[src/dda_regs.vh]
/*
 * Constants of the dual display alarm block: register offsets, field
 * positions, reset values, channel states and timebase figures.
 * Assumes inclusion by bare name from every design file of the block.
 */
// What this block does
// - two identical channels, each high or low
// - output sense picks open or closed idle
// - annunciator lit while its channel alarms
// - flash option alternates value and channel tag
// - compare scaled displayed value, not current
// - tare never moves the alarm thresholds
// - condition true on reaching setpoint equality
// - enable gates alarm, keeps other settings
// - hysteresis in display units before clearing
// - delay between condition and output activation
// - accept holds output idle for silence time
// - clear below setpoint-hyst, or above setpoint+hyst
// - delay 0..3600 s, continuous, annunciator flashes
// - silence expiry reactivates; annunciator flashes meanwhile
// - alternation only while outputs active, both sequenced
`ifndef DDA_REGS_VH
`define DDA_REGS_VH

// ----------------------------------------------------------------
// register byte offsets
// ----------------------------------------------------------------
`define DDA_ADDR_W 8
`define DDA_OFF_CTRL 8'h00
`define DDA_OFF_SP1 8'h04
`define DDA_OFF_SP2 8'h08
`define DDA_OFF_HYST1 8'h0C
`define DDA_OFF_HYST2 8'h10
`define DDA_OFF_DELAY1 8'h14
`define DDA_OFF_DELAY2 8'h18
`define DDA_OFF_SIL1 8'h1C
`define DDA_OFF_SIL2 8'h20
`define DDA_OFF_STATUS 8'h24
`define DDA_OFF_INTSTAT 8'h28
`define DDA_OFF_INTMASK 8'h2C
`define DDA_OFF_DISPLAY 8'h30

// ----------------------------------------------------------------
// control fields
// ----------------------------------------------------------------
`define DDA_CTRL_EN1 0
`define DDA_CTRL_EN2 1
`define DDA_CTRL_HL1 2
`define DDA_CTRL_HL2 3
`define DDA_CTRL_NC1 4
`define DDA_CTRL_NC2 5
`define DDA_CTRL_FLASH 6
`define DDA_CTRL_W 7
`define DDA_CTRL_RST 7'h00
`define DDA_INT_W 4
`define DDA_INT_RST 4'h0
`define DDA_HYST_W 16
`define DDA_TIME_W 12
`define DDA_TIME_MAX 12'hE10
`define DDA_WORD_RST 32'h00000000

// ----------------------------------------------------------------
// channel states and display sources
// ----------------------------------------------------------------
`define DDA_ST_IDLE 2'h0
`define DDA_ST_DELAY 2'h1
`define DDA_ST_ACTIVE 2'h2
`define DDA_ST_SILENCE 2'h3
`define DDA_SRC_VALUE 2'h0
`define DDA_SRC_TAG1 2'h1
`define DDA_SRC_TAG2 2'h2

// ----------------------------------------------------------------
// bus answers and timebase
// ----------------------------------------------------------------
`define DDA_RESP_OKAY 2'h0
`define DDA_RESP_SLVERR 2'h2
`define DDA_CLK_KHZ 10000
`define DDA_TICK_MS 1000
`define DDA_TICK_CYCLES (`DDA_TICK_MS * `DDA_CLK_KHZ)

`endif

[src/dda_alarm_top.v]
/*
 * Dual display alarm: AXI4-Lite registers, timebase, two channels,
 * switch and annunciator drive, display alternation and interrupt.
 * Assumes displayValue comes from same-clock scaling logic, already
 * scaled and tared; acceptButton is a raw active-high panel pin.
 */
// Our own choices: the address map and the AXI4-Lite interface to the registers.
`timescale 1ns/1ps
`default_nettype none
`include "dda_regs.vh"

module dda_alarm_top #(
  parameter TICK_CYCLES = `DDA_TICK_CYCLES
) (
  input wire ref_clk,
  input wire resetn,
  input wire [`DDA_ADDR_W-1:0] s_axi_awaddr,
  input wire s_axi_awvalid,
  output reg s_axi_awready,
  input wire [31:0] s_axi_wdata,
  input wire [3:0] s_axi_wstrb,
  input wire s_axi_wvalid,
  output reg s_axi_wready,
  output reg [1:0] s_axi_bresp,
  output reg s_axi_bvalid,
  input wire s_axi_bready,
  input wire [`DDA_ADDR_W-1:0] s_axi_araddr,
  input wire s_axi_arvalid,
  output reg s_axi_arready,
  output reg [31:0] s_axi_rdata,
  output reg [1:0] s_axi_rresp,
  output reg s_axi_rvalid,
  input wire s_axi_rready,
  input wire [31:0] displayValue,
  input wire acceptButton,
  output reg switchClosed1_q,
  output reg switchClosed2_q,
  output reg annunciator1_q,
  output reg annunciator2_q,
  output reg [1:0] displaySource_q,
  output reg irq_q
);

  // ----------------------------------------------------------------
  // register storage
  // ----------------------------------------------------------------
  reg [`DDA_CTRL_W-1:0] ctrl_q;
  reg [31:0] sp1_q;
  reg [31:0] sp2_q;
  reg [`DDA_HYST_W-1:0] hyst1_q;
  reg [`DDA_HYST_W-1:0] hyst2_q;
  reg [`DDA_TIME_W-1:0] delay1_q;
  reg [`DDA_TIME_W-1:0] delay2_q;
  reg [`DDA_TIME_W-1:0] sil1_q;
  reg [`DDA_TIME_W-1:0] sil2_q;
  reg [`DDA_INT_W-1:0] intStat_q;
  reg [`DDA_INT_W-1:0] intMask_q;

  // ----------------------------------------------------------------
  // write channel: address and data taken in either order
  // ----------------------------------------------------------------
  reg awHeld_q;
  reg wHeld_q;
  reg [`DDA_ADDR_W-1:0] awAddr_q;
  reg [31:0] wData_q;
  reg [3:0] wStrb_q;
  wire doWrite = awHeld_q && wHeld_q && !s_axi_bvalid;
  reg wrHit;
  reg [`DDA_INT_W-1:0] intClear;

  function [31:0] merge;
    input [31:0] old;
    input [31:0] data;
    input [3:0] strb;
    integer i;
    begin
      for (i = 0; i < 4; i = i + 1) begin
        merge[i*8 +: 8] = strb[i] ? data[i*8 +: 8] : old[i*8 +: 8];
      end
    end
  endfunction

  function [`DDA_TIME_W-1:0] clampTime;
    input [31:0] data;
    begin
      // longer than the documented range saturates at the top value
      if (data > {20'h00000, `DDA_TIME_MAX}) begin
        clampTime = `DDA_TIME_MAX;
      end else begin
        clampTime = data[`DDA_TIME_W-1:0];
      end
    end
  endfunction

  wire [31:0] ctrlMerged = merge({25'h0, ctrl_q}, wData_q, wStrb_q);
  wire [31:0] hyst1Merged = merge({16'h0, hyst1_q}, wData_q, wStrb_q);
  wire [31:0] hyst2Merged = merge({16'h0, hyst2_q}, wData_q, wStrb_q);
  wire [31:0] maskMerged = merge({28'h0, intMask_q}, wData_q, wStrb_q);

  always @(posedge ref_clk) begin
    if (!resetn) begin
      s_axi_awready <= 1'b0;
      s_axi_wready <= 1'b0;
      awHeld_q <= 1'b0;
      wHeld_q <= 1'b0;
      awAddr_q <= {`DDA_ADDR_W{1'b0}};
      wData_q <= `DDA_WORD_RST;
      wStrb_q <= 4'h0;
      s_axi_bvalid <= 1'b0;
      s_axi_bresp <= `DDA_RESP_OKAY;
    end else begin
      s_axi_awready <= !awHeld_q && !s_axi_awready && s_axi_awvalid;
      s_axi_wready <= !wHeld_q && !s_axi_wready && s_axi_wvalid;
      if (s_axi_awvalid && s_axi_awready) begin
        awHeld_q <= 1'b1;
        awAddr_q <= s_axi_awaddr;
      end
      if (s_axi_wvalid && s_axi_wready) begin
        wHeld_q <= 1'b1;
        wData_q <= s_axi_wdata;
        wStrb_q <= s_axi_wstrb;
      end
      if (doWrite) begin
        awHeld_q <= 1'b0;
        wHeld_q <= 1'b0;
        s_axi_bvalid <= 1'b1;
        s_axi_bresp <= wrHit ? `DDA_RESP_OKAY : `DDA_RESP_SLVERR;
      end else if (s_axi_bvalid && s_axi_bready) begin
        s_axi_bvalid <= 1'b0;
      end
    end
  end

  always @* begin
    case (awAddr_q)
      `DDA_OFF_CTRL, `DDA_OFF_SP1, `DDA_OFF_SP2, `DDA_OFF_HYST1,
      `DDA_OFF_HYST2, `DDA_OFF_DELAY1, `DDA_OFF_DELAY2,
      `DDA_OFF_SIL1, `DDA_OFF_SIL2, `DDA_OFF_STATUS,
      `DDA_OFF_INTSTAT, `DDA_OFF_INTMASK, `DDA_OFF_DISPLAY:
        wrHit = 1'b1;
      default:
        wrHit = 1'b0;
    endcase
    intClear = {`DDA_INT_W{1'b0}};
    if (doWrite && awAddr_q == `DDA_OFF_INTSTAT && wStrb_q[0]) begin
      intClear = wData_q[`DDA_INT_W-1:0];
    end
  end

  always @(posedge ref_clk) begin
    if (!resetn) begin
      ctrl_q <= `DDA_CTRL_RST;
      sp1_q <= `DDA_WORD_RST;
      sp2_q <= `DDA_WORD_RST;
      hyst1_q <= {`DDA_HYST_W{1'b0}};
      hyst2_q <= {`DDA_HYST_W{1'b0}};
      delay1_q <= {`DDA_TIME_W{1'b0}};
      delay2_q <= {`DDA_TIME_W{1'b0}};
      sil1_q <= {`DDA_TIME_W{1'b0}};
      sil2_q <= {`DDA_TIME_W{1'b0}};
      intMask_q <= `DDA_INT_RST;
    end else if (doWrite) begin
      case (awAddr_q)
        `DDA_OFF_CTRL: ctrl_q <= ctrlMerged[`DDA_CTRL_W-1:0];
        `DDA_OFF_SP1: sp1_q <= merge(sp1_q, wData_q, wStrb_q);
        `DDA_OFF_SP2: sp2_q <= merge(sp2_q, wData_q, wStrb_q);
        `DDA_OFF_HYST1: hyst1_q <= hyst1Merged[`DDA_HYST_W-1:0];
        `DDA_OFF_HYST2: hyst2_q <= hyst2Merged[`DDA_HYST_W-1:0];
        `DDA_OFF_DELAY1:
          delay1_q <= clampTime(merge({20'h0, delay1_q}, wData_q,
                                      wStrb_q));
        `DDA_OFF_DELAY2:
          delay2_q <= clampTime(merge({20'h0, delay2_q}, wData_q,
                                      wStrb_q));
        `DDA_OFF_SIL1:
          sil1_q <= clampTime(merge({20'h0, sil1_q}, wData_q,
                                    wStrb_q));
        `DDA_OFF_SIL2:
          sil2_q <= clampTime(merge({20'h0, sil2_q}, wData_q,
                                    wStrb_q));
        `DDA_OFF_INTMASK: intMask_q <= maskMerged[`DDA_INT_W-1:0];
        default: begin
        end
      endcase
    end
  end

  // ----------------------------------------------------------------
  // read channel
  // ----------------------------------------------------------------
  reg [31:0] rdMux;
  reg rdHit;
  wire [1:0] st1;
  wire [1:0] st2;
  wire cond1;
  wire cond2;
  wire act1Pulse;
  wire act2Pulse;
  wire out1 = (st1 == `DDA_ST_ACTIVE);
  wire out2 = (st2 == `DDA_ST_ACTIVE);

  always @* begin
    rdHit = 1'b1;
    case (s_axi_araddr)
      `DDA_OFF_CTRL: rdMux = {25'h0, ctrl_q};
      `DDA_OFF_SP1: rdMux = sp1_q;
      `DDA_OFF_SP2: rdMux = sp2_q;
      `DDA_OFF_HYST1: rdMux = {16'h0, hyst1_q};
      `DDA_OFF_HYST2: rdMux = {16'h0, hyst2_q};
      `DDA_OFF_DELAY1: rdMux = {20'h0, delay1_q};
      `DDA_OFF_DELAY2: rdMux = {20'h0, delay2_q};
      `DDA_OFF_SIL1: rdMux = {20'h0, sil1_q};
      `DDA_OFF_SIL2: rdMux = {20'h0, sil2_q};
      `DDA_OFF_STATUS:
        rdMux = {24'h0, st2, st1, out2, out1, cond2, cond1};
      `DDA_OFF_INTSTAT: rdMux = {28'h0, intStat_q};
      `DDA_OFF_INTMASK: rdMux = {28'h0, intMask_q};
      `DDA_OFF_DISPLAY: rdMux = {30'h0, displaySource_q};
      default: begin
        rdMux = `DDA_WORD_RST;
        rdHit = 1'b0;
      end
    endcase
  end

  always @(posedge ref_clk) begin
    if (!resetn) begin
      s_axi_arready <= 1'b0;
      s_axi_rvalid <= 1'b0;
      s_axi_rdata <= `DDA_WORD_RST;
      s_axi_rresp <= `DDA_RESP_OKAY;
    end else begin
      s_axi_arready <= !s_axi_arready && !s_axi_rvalid &&
                       s_axi_arvalid;
      if (s_axi_arvalid && s_axi_arready) begin
        s_axi_rvalid <= 1'b1;
        s_axi_rdata <= rdMux;
        s_axi_rresp <= rdHit ? `DDA_RESP_OKAY : `DDA_RESP_SLVERR;
      end else if (s_axi_rvalid && s_axi_rready) begin
        s_axi_rvalid <= 1'b0;
      end
    end
  end

  // ----------------------------------------------------------------
  // timebase: one-second tick and half-second blink
  // ----------------------------------------------------------------
  reg [31:0] tickCount_q;
  reg tick_q;
  reg blink_q;
  localparam [31:0] TICK_LAST = TICK_CYCLES - 1;
  localparam [31:0] TICK_HALF = TICK_CYCLES / 2;

  always @(posedge ref_clk) begin
    if (!resetn) begin
      tickCount_q <= `DDA_WORD_RST;
      tick_q <= 1'b0;
      blink_q <= 1'b0;
    end else begin
      tick_q <= (tickCount_q == TICK_LAST);
      if (tickCount_q == TICK_LAST) begin
        tickCount_q <= `DDA_WORD_RST;
        blink_q <= 1'b1;
      end else begin
        tickCount_q <= tickCount_q + 1'b1;
        if (tickCount_q == TICK_HALF) begin
          blink_q <= 1'b0;
        end
      end
    end
  end

  // ----------------------------------------------------------------
  // accept button: synchroniser and rising edge
  // ----------------------------------------------------------------
  reg btnMeta_q;
  reg btnSync_q;
  reg btnLast_q;
  reg accept_q;

  always @(posedge ref_clk) begin
    if (!resetn) begin
      btnMeta_q <= 1'b0;
      btnSync_q <= 1'b0;
      btnLast_q <= 1'b0;
      accept_q <= 1'b0;
    end else begin
      btnMeta_q <= acceptButton;
      btnSync_q <= btnMeta_q;
      btnLast_q <= btnSync_q;
      accept_q <= btnSync_q && !btnLast_q;
    end
  end

  // ----------------------------------------------------------------
  // the two channels
  // ----------------------------------------------------------------
  dda_channel chan1 (
    .clk(ref_clk),
    .resetn(resetn),
    .tick(tick_q),
    .enable(ctrl_q[`DDA_CTRL_EN1]),
    .highLow(ctrl_q[`DDA_CTRL_HL1]),
    .accept(accept_q),
    .value(displayValue),
    .setpoint(sp1_q),
    .hyst(hyst1_q),
    .delay(delay1_q),
    .silence(sil1_q),
    .condition_q(cond1),
    .state_q(st1),
    .activated_q(act1Pulse)
  );

  dda_channel chan2 (
    .clk(ref_clk),
    .resetn(resetn),
    .tick(tick_q),
    .enable(ctrl_q[`DDA_CTRL_EN2]),
    .highLow(ctrl_q[`DDA_CTRL_HL2]),
    .accept(accept_q),
    .value(displayValue),
    .setpoint(sp2_q),
    .hyst(hyst2_q),
    .delay(delay2_q),
    .silence(sil2_q),
    .condition_q(cond2),
    .state_q(st2),
    .activated_q(act2Pulse)
  );

  // ----------------------------------------------------------------
  // switches, annunciators, display alternation
  // ----------------------------------------------------------------
  reg [1:0] altStep_q;
  reg cond1Last_q;
  reg cond2Last_q;
  wire pend1 = (st1 == `DDA_ST_DELAY) || (st1 == `DDA_ST_SILENCE);
  wire pend2 = (st2 == `DDA_ST_DELAY) || (st2 == `DDA_ST_SILENCE);
  reg [1:0] srcD;

  always @* begin
    srcD = `DDA_SRC_VALUE;
    if (ctrl_q[`DDA_CTRL_FLASH]) begin
      // odd steps show a tag; each tag only while its output drives
      if (altStep_q == 2'h1 && out1) begin
        srcD = `DDA_SRC_TAG1;
      end else if (altStep_q == 2'h3 && out2) begin
        srcD = `DDA_SRC_TAG2;
      end
    end
  end

  always @(posedge ref_clk) begin
    if (!resetn) begin
      switchClosed1_q <= 1'b0;
      switchClosed2_q <= 1'b0;
      annunciator1_q <= 1'b0;
      annunciator2_q <= 1'b0;
      displaySource_q <= `DDA_SRC_VALUE;
      altStep_q <= 2'h0;
      intStat_q <= `DDA_INT_RST;
      cond1Last_q <= 1'b0;
      cond2Last_q <= 1'b0;
      irq_q <= 1'b0;
    end else begin
      // a closed idle sense means alarm opens the switch, the fail-safe
      switchClosed1_q <= out1 ^ ctrl_q[`DDA_CTRL_NC1];
      switchClosed2_q <= out2 ^ ctrl_q[`DDA_CTRL_NC2];
      annunciator1_q <= out1 || (pend1 && blink_q);
      annunciator2_q <= out2 || (pend2 && blink_q);
      if (tick_q) begin
        altStep_q <= altStep_q + 1'b1;
      end
      displaySource_q <= srcD;
      cond1Last_q <= cond1;
      cond2Last_q <= cond2;
      // a new event wins over a clear in the same cycle
      intStat_q <= (intStat_q & ~intClear) |
                   {cond2 && !cond2Last_q, cond1 && !cond1Last_q,
                    act2Pulse, act1Pulse};
      irq_q <= |(intStat_q & intMask_q);
    end
  end

endmodule // dda_alarm_top
`default_nettype wire

[src/dda_channel.v]
/*
 * One alarm channel: hysteresis comparator, delay and silence timers.
 * Assumes a one-cycle tick each second and a clean one-cycle accept
 * pulse, both on the same clock.
 */
`timescale 1ns/1ps
`default_nettype none
`include "dda_regs.vh"

module dda_channel (
  input wire clk,
  input wire resetn,
  input wire tick,
  input wire enable,
  input wire highLow,
  input wire accept,
  input wire [31:0] value,
  input wire [31:0] setpoint,
  input wire [`DDA_HYST_W-1:0] hyst,
  input wire [`DDA_TIME_W-1:0] delay,
  input wire [`DDA_TIME_W-1:0] silence,
  output reg condition_q,
  output reg [1:0] state_q,
  output reg activated_q
);

  reg [`DDA_TIME_W-1:0] count_q;
  wire signed [32:0] valueExt = {value[31], value};
  wire signed [32:0] spExt = {setpoint[31], setpoint};
  wire signed [32:0] hystExt = {17'h00000, hyst};
  wire signed [32:0] clearBelow = spExt - hystExt;
  wire signed [32:0] clearAbove = spExt + hystExt;
  wire condD;

  // thresholds are stored display values, so a tare shift in value
  // moves the trip current, not the trip reading
  assign condD = highLow ?
    (condition_q ? (valueExt >= clearBelow)
                 : (valueExt >= spExt))
  : (condition_q ? (valueExt <= clearAbove)
                 : (valueExt <= spExt));

  always @(posedge clk) begin
    activated_q <= 1'b0;
    if (!resetn || !enable) begin
      state_q <= `DDA_ST_IDLE;
      count_q <= {`DDA_TIME_W{1'b0}};
      condition_q <= 1'b0;
    end else begin
      condition_q <= condD;
      case (state_q)
        `DDA_ST_IDLE: begin
          if (condition_q) begin
            if (delay == {`DDA_TIME_W{1'b0}}) begin
              state_q <= `DDA_ST_ACTIVE;
              activated_q <= 1'b1;
            end else begin
              state_q <= `DDA_ST_DELAY;
              count_q <= delay;
            end
          end
        end
        `DDA_ST_DELAY: begin
          // any dropout restarts the wait: persistence must be unbroken
          if (!condition_q) begin
            state_q <= `DDA_ST_IDLE;
          end else if (tick) begin
            // one tick past zero: a partial first second never shortens it
            if (count_q == {`DDA_TIME_W{1'b0}}) begin
              state_q <= `DDA_ST_ACTIVE;
              activated_q <= 1'b1;
            end else begin
              count_q <= count_q - 1'b1;
            end
          end
        end
        `DDA_ST_ACTIVE: begin
          if (!condition_q) begin
            state_q <= `DDA_ST_IDLE;
          end else if (accept && silence != {`DDA_TIME_W{1'b0}}) begin
            state_q <= `DDA_ST_SILENCE;
            count_q <= silence;
          end
        end
        `DDA_ST_SILENCE: begin
          if (!condition_q) begin
            state_q <= `DDA_ST_IDLE;
          end else if (tick) begin
            if (count_q == {`DDA_TIME_W{1'b0}}) begin
              state_q <= `DDA_ST_ACTIVE;
              activated_q <= 1'b1;
            end else begin
              count_q <= count_q - 1'b1;
            end
          end
        end
        default: begin
          state_q <= `DDA_ST_IDLE;
        end
      endcase
    end
  end

endmodule // dda_channel
`default_nettype wire

[config.mk]
export PLATFORM = sky130hd
export DESIGN_NAME = dda_alarm_top
export DESIGN_NICKNAME = d
export VERILOG_FILES = /design/src/dda_alarm_top.v /design/src/dda_channel.v
export VERILOG_INCLUDE_DIRS = /design/src
export SDC_FILE = /design/constraint.sdc
export NUM_CORES = 1
export LEC_CHECK = 0
export ABC_AREA = 1
export BUFFER_PORTS_ARGS = -buffer_cell sky130_fd_sc_hd__buf_2
export CAP_MARGIN = 20
export CORE_AREA = 2 2 238 240
export DETAILED_ROUTE_END_ITERATION = 10
export DIE_AREA = 0 0 240 242
export MAX_ROUTING_LAYER = met4
export PLACE_DENSITY = 0.69
export SYNTH_ARGS = -nofsm -noshare
export SYNTH_HDL_FRONTEND = slang
export SYNTH_SLANG_ARGS = --single-unit
[constraint.sdc]
create_clock -name ref_clk -period 8.9 [get_ports ref_clk]
set_clock_uncertainty 0.1 [all_clocks]
set_input_delay 0.445 -clock ref_clk [delete_from_list [all_inputs] [get_ports ref_clk]]
set_output_delay 0.445 -clock ref_clk [all_outputs]
set_load 0.01 [all_outputs]
==> results of run 1 <==
final cells by class:
class / instances / area (µm²) / area share (%)
timing repair buffer: 153 / 857 / 3.15
clock buffer: 52 / 1080 / 3.99
antenna: 3 / 7.51 / 0.0276
inverter: 519 / 1950 / 7.16
sequential: 326 / 6530 / 24.0
multi-input combinational: 2749 / 15700 / 57.8
tap: 756 / 946 / 3.48
clock inverter: 11 / 118 / 0.432
worst paths after layout:
| check | start | to | slack, ns |
|---|---|---|---|
| setup / recovery | sp2_q[0]$_SDFFE_PN0P_ | chan2.condition_q$_SDFF_PP0_ | 4.54 |
| hold / removal | s_axi_arvalid | s_axi_arready$_SDFF_PN0_ | 0.02 |
| setup reg to reg | sp2_q[0]$_SDFFE_PN0P_ | chan2.condition_q$_SDFF_PP0_ | 4.54 |
| hold reg to reg | btnLast_q$_SDFF_PN0_ | accept_q$_SDFF_PN0_ | 0.28 |
state kept, by name, summed over array words and instances, names as in the netlist, 16 cells and up, named ones only:
signal and count:
hyst1_q 16, hyst2_q 16, s_axi_rdata 32, sp1_q 32, sp2_q 32, tickCount_q 32
wData_q 32
metal layers:
metal  wire [µm]  track usage [%]  up-vias
met5           0                -        -
met4        3590             11.4        0
met3        8130             4.91      219
met2       39800             48.1     1158
met1       38900             41.2    11700
li1            -                -    12500
where the power goes:
group / switching (mW) / internal, mW
clock network: 0.653 / 0.907
registers: 0.0136 / 1.47
logic: 0.202 / 0.0999
total: 0.869 / 2.48
Yosys cell counts, types with 11 or more instances:
library cell  number
xor2_1            99
o22ai_1           80
nor3b_1           13
nand2_1          719
inv_2             49
inv_1            465
ha_1             266
a21oi_1          441
a31oi_1           13
nor4_1            38
nand3_1          121
buf_2             46
nor2_2            14
clkbuf_1          72
nor3_1            74
nor2_1           337
nand4_1           55
o21ai_0          280
dfxtp_1          326
o21a_1            11
o21ai_1           40
cells by family after synthesis:
logic type	Yosys count	share of synthesized area, %
simple gates	1420	24.8
compound gates	949	21.0
buf+inv	649	10.2
flops	326	26.4
fa+ha+maj	270	13.8
xor+xnor	108	3.82
other cells	1	0.0151
stage by stage:
step / instances / area [µm²] / total power, mW
floorplan: 3724 / 24800 / 1.70
detailed placement: 4499 / 25900 / 1.81
finish: 4569 / 27200 / 3.35
CTS: 4563 / 27100 / 3.35
global placement: 4499 / 25900 / 1.81
global route: 4569 / 27200 / 3.45
worst register-to-register path: stages, from the launching register on:
cell and delay, ns:
dfxtp_1 0.40, ha_1 0.23, inv_1 0.07, fa_1 0.49, o31ai_1 0.47, a21oi_1 0.23
o21ai_1 0.28, nand2_1 0.16, nor3_1 0.21, nand2_1 0.09, nand2_1 0.08, ha_1 0.27
a21oi_1 0.23, o21ai_0 0.12, a21oi_1 0.19, nand2_1 0.08, nor2_1 0.14, nand2_1 0.07
nand2_1 0.06, nand3_1 0.06, nand2_1 0.07, inv_1 0.04, nand2_1 0.04, nand2_1 0.05
nor2_1 0.08
==> qor.yml, run 1 <==
outcome: "finished, final reports clean"
maxCapViolations: 0
place_worst_setup_slack_ns: 4.67
first_pass_iters: 6
cp.required_ns: 9.30
drtIter0Drc: 2641
cts_made_buffers: 37
placementRows: 87
p_per_area_nw_per_um2: 123
syn_to_final_growth_pct: 9.86
fin_crit_sh_pct: 49.0
final_common_cell: "nand2_1"
grt_first_pass_wirelength_um: 136000
cp-end-kind: "flip-flop"
synth_top_cell_area_share_pct: 26.4
dpl.hpwl_um: 71800
cts_setup_buffers: 0
worst-setup-path-type: "reg2reg"
yosys.area.top_type: "dfxtp_1"
avgViaCountPerCell: 5.61
slew_violations: 0
crit_buf_inv: 2
cp-start-kind: "flip-flop"
routed_wl_um: 90400
synth_area_um2: 24800
drive_above_1_share_pct: 8.61
gr-total-overflow: 0
fin_util_pct: 48.8
fp.coreArea_um2: 55700
start_util_pct: 44.4
wl_per_cell_um: 19.8
cts_resized: 0
antenna_found_initial: 3
min_period_ns: 4.36
synth-edff-count: 0
die_h_um: 242
ys_types: 64
ioPinCount: 140
hold_buffers: 1
cts_sinks: 326
rr_worst_depth: 24
cpMostUsedCell: "nand2_1"
ant_nets: 0
timing.final.ws_setup_ns: 4.54
path_max_fanout: 5
fin_setup_tns_ns: 0
layout_common_cells: "nand2_1 (718), inv_1 (464), a21oi_1 (441)"
slew_headroom_pct: 28.5
worstPathArrival_ns: 4.76
path_delay_family: "compound AO/OA/AOI/OAI gates"
async_flop_share_pct: 0
fmax_mhz: 229
route.detailed.drc: 0
n_fill_cell: 5846
ctsHtreeMaxLevel: 2
grt_max_degree: 115
cts_tree: "done"
finalHoldViolCount: 0
syn-instance-count: 3723
gp_congestion: 1.03
ys_ff_latch: 326
avgSynthCellArea_um2: 6.65
grt_pass1_vias: 23600
synth_ff_type: "dfxtp_1"
ys_warn_count: 0
synth_area_leaders: "dfxtp_1 (26%), ha_1 (13%), nand2_1 (11%)"
io_buffer_count: 137
rsz0062_at_grt: "no"
cp_cell_sequence: "ha_1, inv_1, fa_1, o31ai_1, a21oi_1, o21ai_1, nand2_1, nor3_1, nand2_1, nand2_1, ha_1, a21oi_1, o21ai_0, a21oi_1, nand2_1, nor2_1, nand2_1, nand2_1, nand3_1, nand2_1, inv_1, nand2_1, nand2_1, nor2_1"
dieWidth_um: 240
die_area_um2: 58100
slowest_delay_ns: 0.49
holdPathStages: 3
cts_root_buf: "clkbuf_16"
clk_latency_ns: 0.57
ys_seq_area_share_pct: 26.4
cp_num_cells: 24
setup_viol: 0
via_count: 25700
cts_buffer_depth: 3
ir_drop_v: 0.000157
power.leakage_nw: 11.8
layout.nets: 4148
hold_ws_ns: 0.0206
grt_util_all_layers_pct: 31.2
clkTransAtPathRegs_ns: 0.07
hold_class: "in2reg"
tightest_slew_ns: 1.06
critPathSlowestCell: "fa_1"
Power figures use the tool's default switching activity.
==> inputs of run 2 (changes only) <==
clock period = 4.1 ns   (was 8.9 ns; I/O delays follow)
==> qor.yml, run 2 (synthesis gave the netlist of run 1 again) <==
rr_worst_depth: 26  # +8.3%
grt_max_degree: 111  # -3.5%
layout_common_cells: "nand2_1 (714), inv_1 (463), a21oi_1 (432)"
power.leakage_nw: 12.3  # +3.8%
cp.required_ns: 4.47  # -4.83 ns
cp-end-kind: "flip-flop"
fp.coreArea_um2: 55700  # unchanged
dp_cells: 4531  # +0.71%
via_count: 26300  # +2.6%
n_fill_cell: 5678  # -2.9%
timing.final.ws_setup_ns: 0.233  # -4.31 ns
layout.nets: 4238  # +2.2%
cts_tree: "done"
cts_buffer_depth: 3  # unchanged
multi_input_area_um2: 16000  # +1.8%
path_max_fanout: 4  # -1
hold_class: "in2reg"
ir_drop_v: 0.000304  # +94%
antenna_found_initial: 1  # -2
gr-total-overflow: 0  # unchanged
place_worst_setup_slack_ns: 0.140  # -4.53 ns
setup_viol: 0  # unchanged
slew_violations: 0  # unchanged
maxCapViolations: 0  # unchanged
min_period_ns: 3.87  # -0.491 ns
cts_made_buffers: 37  # unchanged
cts_root_buf: "clkbuf_16"
cp-start-kind: "flip-flop"
layout.cells.non_filler: 4663  # +2.1%
die_area_um2: 58100  # unchanged
final_common_cell: "nand2_1"
dpl.hpwl_um: 72700  # +1.3%
placed_area_um2: 26200  # +0.98%
io_buffer_count: 137  # unchanged
gp_congestion: 1.02  # -0.22%
cts_sinks: 326  # unchanged
die_h_um: 242  # unchanged
grt_pass1_vias: 23900  # +1.2%
dieWidth_um: 240  # unchanged
routed_wl_um: 93100  # +3.0%
route.detailed.drc: 0  # unchanged
ioPinCount: 140  # unchanged
tightest_slew_ns: 1.02  # -0.0412 ns
first_pass_iters: 7  # +1
clk_latency_ns: 0.57  # about the same
outcome: "finished, final reports clean"
worstPathArrival_ns: 4.24  # -0.52 ns
ant_nets: 0  # unchanged
worst-setup-path-type: "reg2reg"
seq_area_um2: 6530  # about the same
drive_above_1_share_pct: 11.0  # +2.4 points
start_util_pct: 44.4  # unchanged
syn_to_final_growth_pct: 14.4
finalHoldViolCount: 0  # unchanged
holdPathStages: 3  # unchanged
clkTransAtPathRegs_ns: 0.07  # about the same
final_area_um2: 28300  # +4.1%
grt_first_pass_wirelength_um: 139000  # +2.0%
slew_headroom_pct: 31.4  # +2.9 points
wl_per_cell_um: 20.0  # +0.89%
drtIter0Drc: 2751  # +4.2%
grt_util_all_layers_pct: 31.9  # +0.68 points
fmax_mhz: 259  # +13%
fin_crit_sh_pct: 94.3  # +45 points
p_per_area_nw_per_um2: 262  # +110%
avgViaCountPerCell: 5.64  # +0.53%
ctsHtreeMaxLevel: 2  # unchanged
placementRows: 87  # unchanged
-- run 2: cell type report --
class / count / share of cell area [%]
Multi-Input combinational cell: 2749 / 56.5
Clock inverter: 15 / 0.605
Tap cell: 756 / 3.34
Timing Repair Buffer: 243 / 5.80
Inverter: 519 / 6.88
Clock buffer: 52 / 3.83
Sequential cell: 326 / 23.1
Antenna cell: 3 / 0.0265
-- run 2: final timing paths --
check                                           start                      endpoint  slack, ns
worst max register to register  sp2_q[0]$_SDFFE_PN0P_  chan2.condition_q$_SDFF_PP0_       0.23
worst min register to register   btnLast_q$_SDFF_PN0_           accept_q$_SDFF_PN0_       0.28
worst min-delay path                  s_axi_wdata[10]      wData_q[10]$_SDFFE_PN0P_       0.06
worst max-delay path            sp2_q[0]$_SDFFE_PN0P_  chan2.condition_q$_SDFF_PP0_       0.23
-- run 2: worst max-delay path: stages, from the launching register on --
cell and delay (ns):
dfxtp_1 0.34, buf_4 0.13, inv_1 0.04, ha_2 0.18
fa_1 0.38, inv_1 0.06, nand2_1 0.07, o21ai_2 0.23
a21oi_4 0.11, o21ai_4 0.21, a21oi_2 0.10, o21ai_2 0.24
nand2_1 0.12, nand3_1 0.10, nand2_2 0.08, ha_4 0.28
nand2_1 0.06, nor2_2 0.12, nand4_1 0.12, nor2_2 0.15
nand3b_1 0.12, nand3_1 0.10, nand2_1 0.05, nand3_1 0.06
nand2_1 0.05, nor2_1 0.10, nor2_1 0.05
-- run 2: per-stage QoR --
stage	hold slack [ns]	setup TNS [ns]	total power, mW	util [%]
global placement	0.275	0	3.93	46.9
floorplan	0.203	0	3.68	-
finish	0.0646	0	7.43	50.8
CTS	0.0194	0	7.44	50.1
detailed placement	0.280	0	3.94	46.9
global route	0.0513	-0.102	7.66	50.8
-- run 2: layer usage --
layer / share of wire [%] / wire length (µm) / up-vias / global-route usage (%)
met2: 45 / 41400 / 1171 / 49.5
met1: 43 / 39600 / 12200 / 41.7
met3: 8.5 / 7880 / 233 / 4.91
met4: 4.4 / 4130 / 0 / 12.1
li1: - / - / 12800 / -
met5: 0 / 0 / - / -
-- run 2: timing repair --
action,CTS,global route
hold buffers,49,0
hold endpoints to repair,51,0
setup endpoints to repair,0,2
gates resized for setup,0,70
setup buffers,0,11
-- run 2: power by group --
part           switching, mW  internal (mW)
Clock                   1.45           2.05
Combinational          0.449          0.248
Sequential            0.0328           3.20
Total                   1.94           5.50
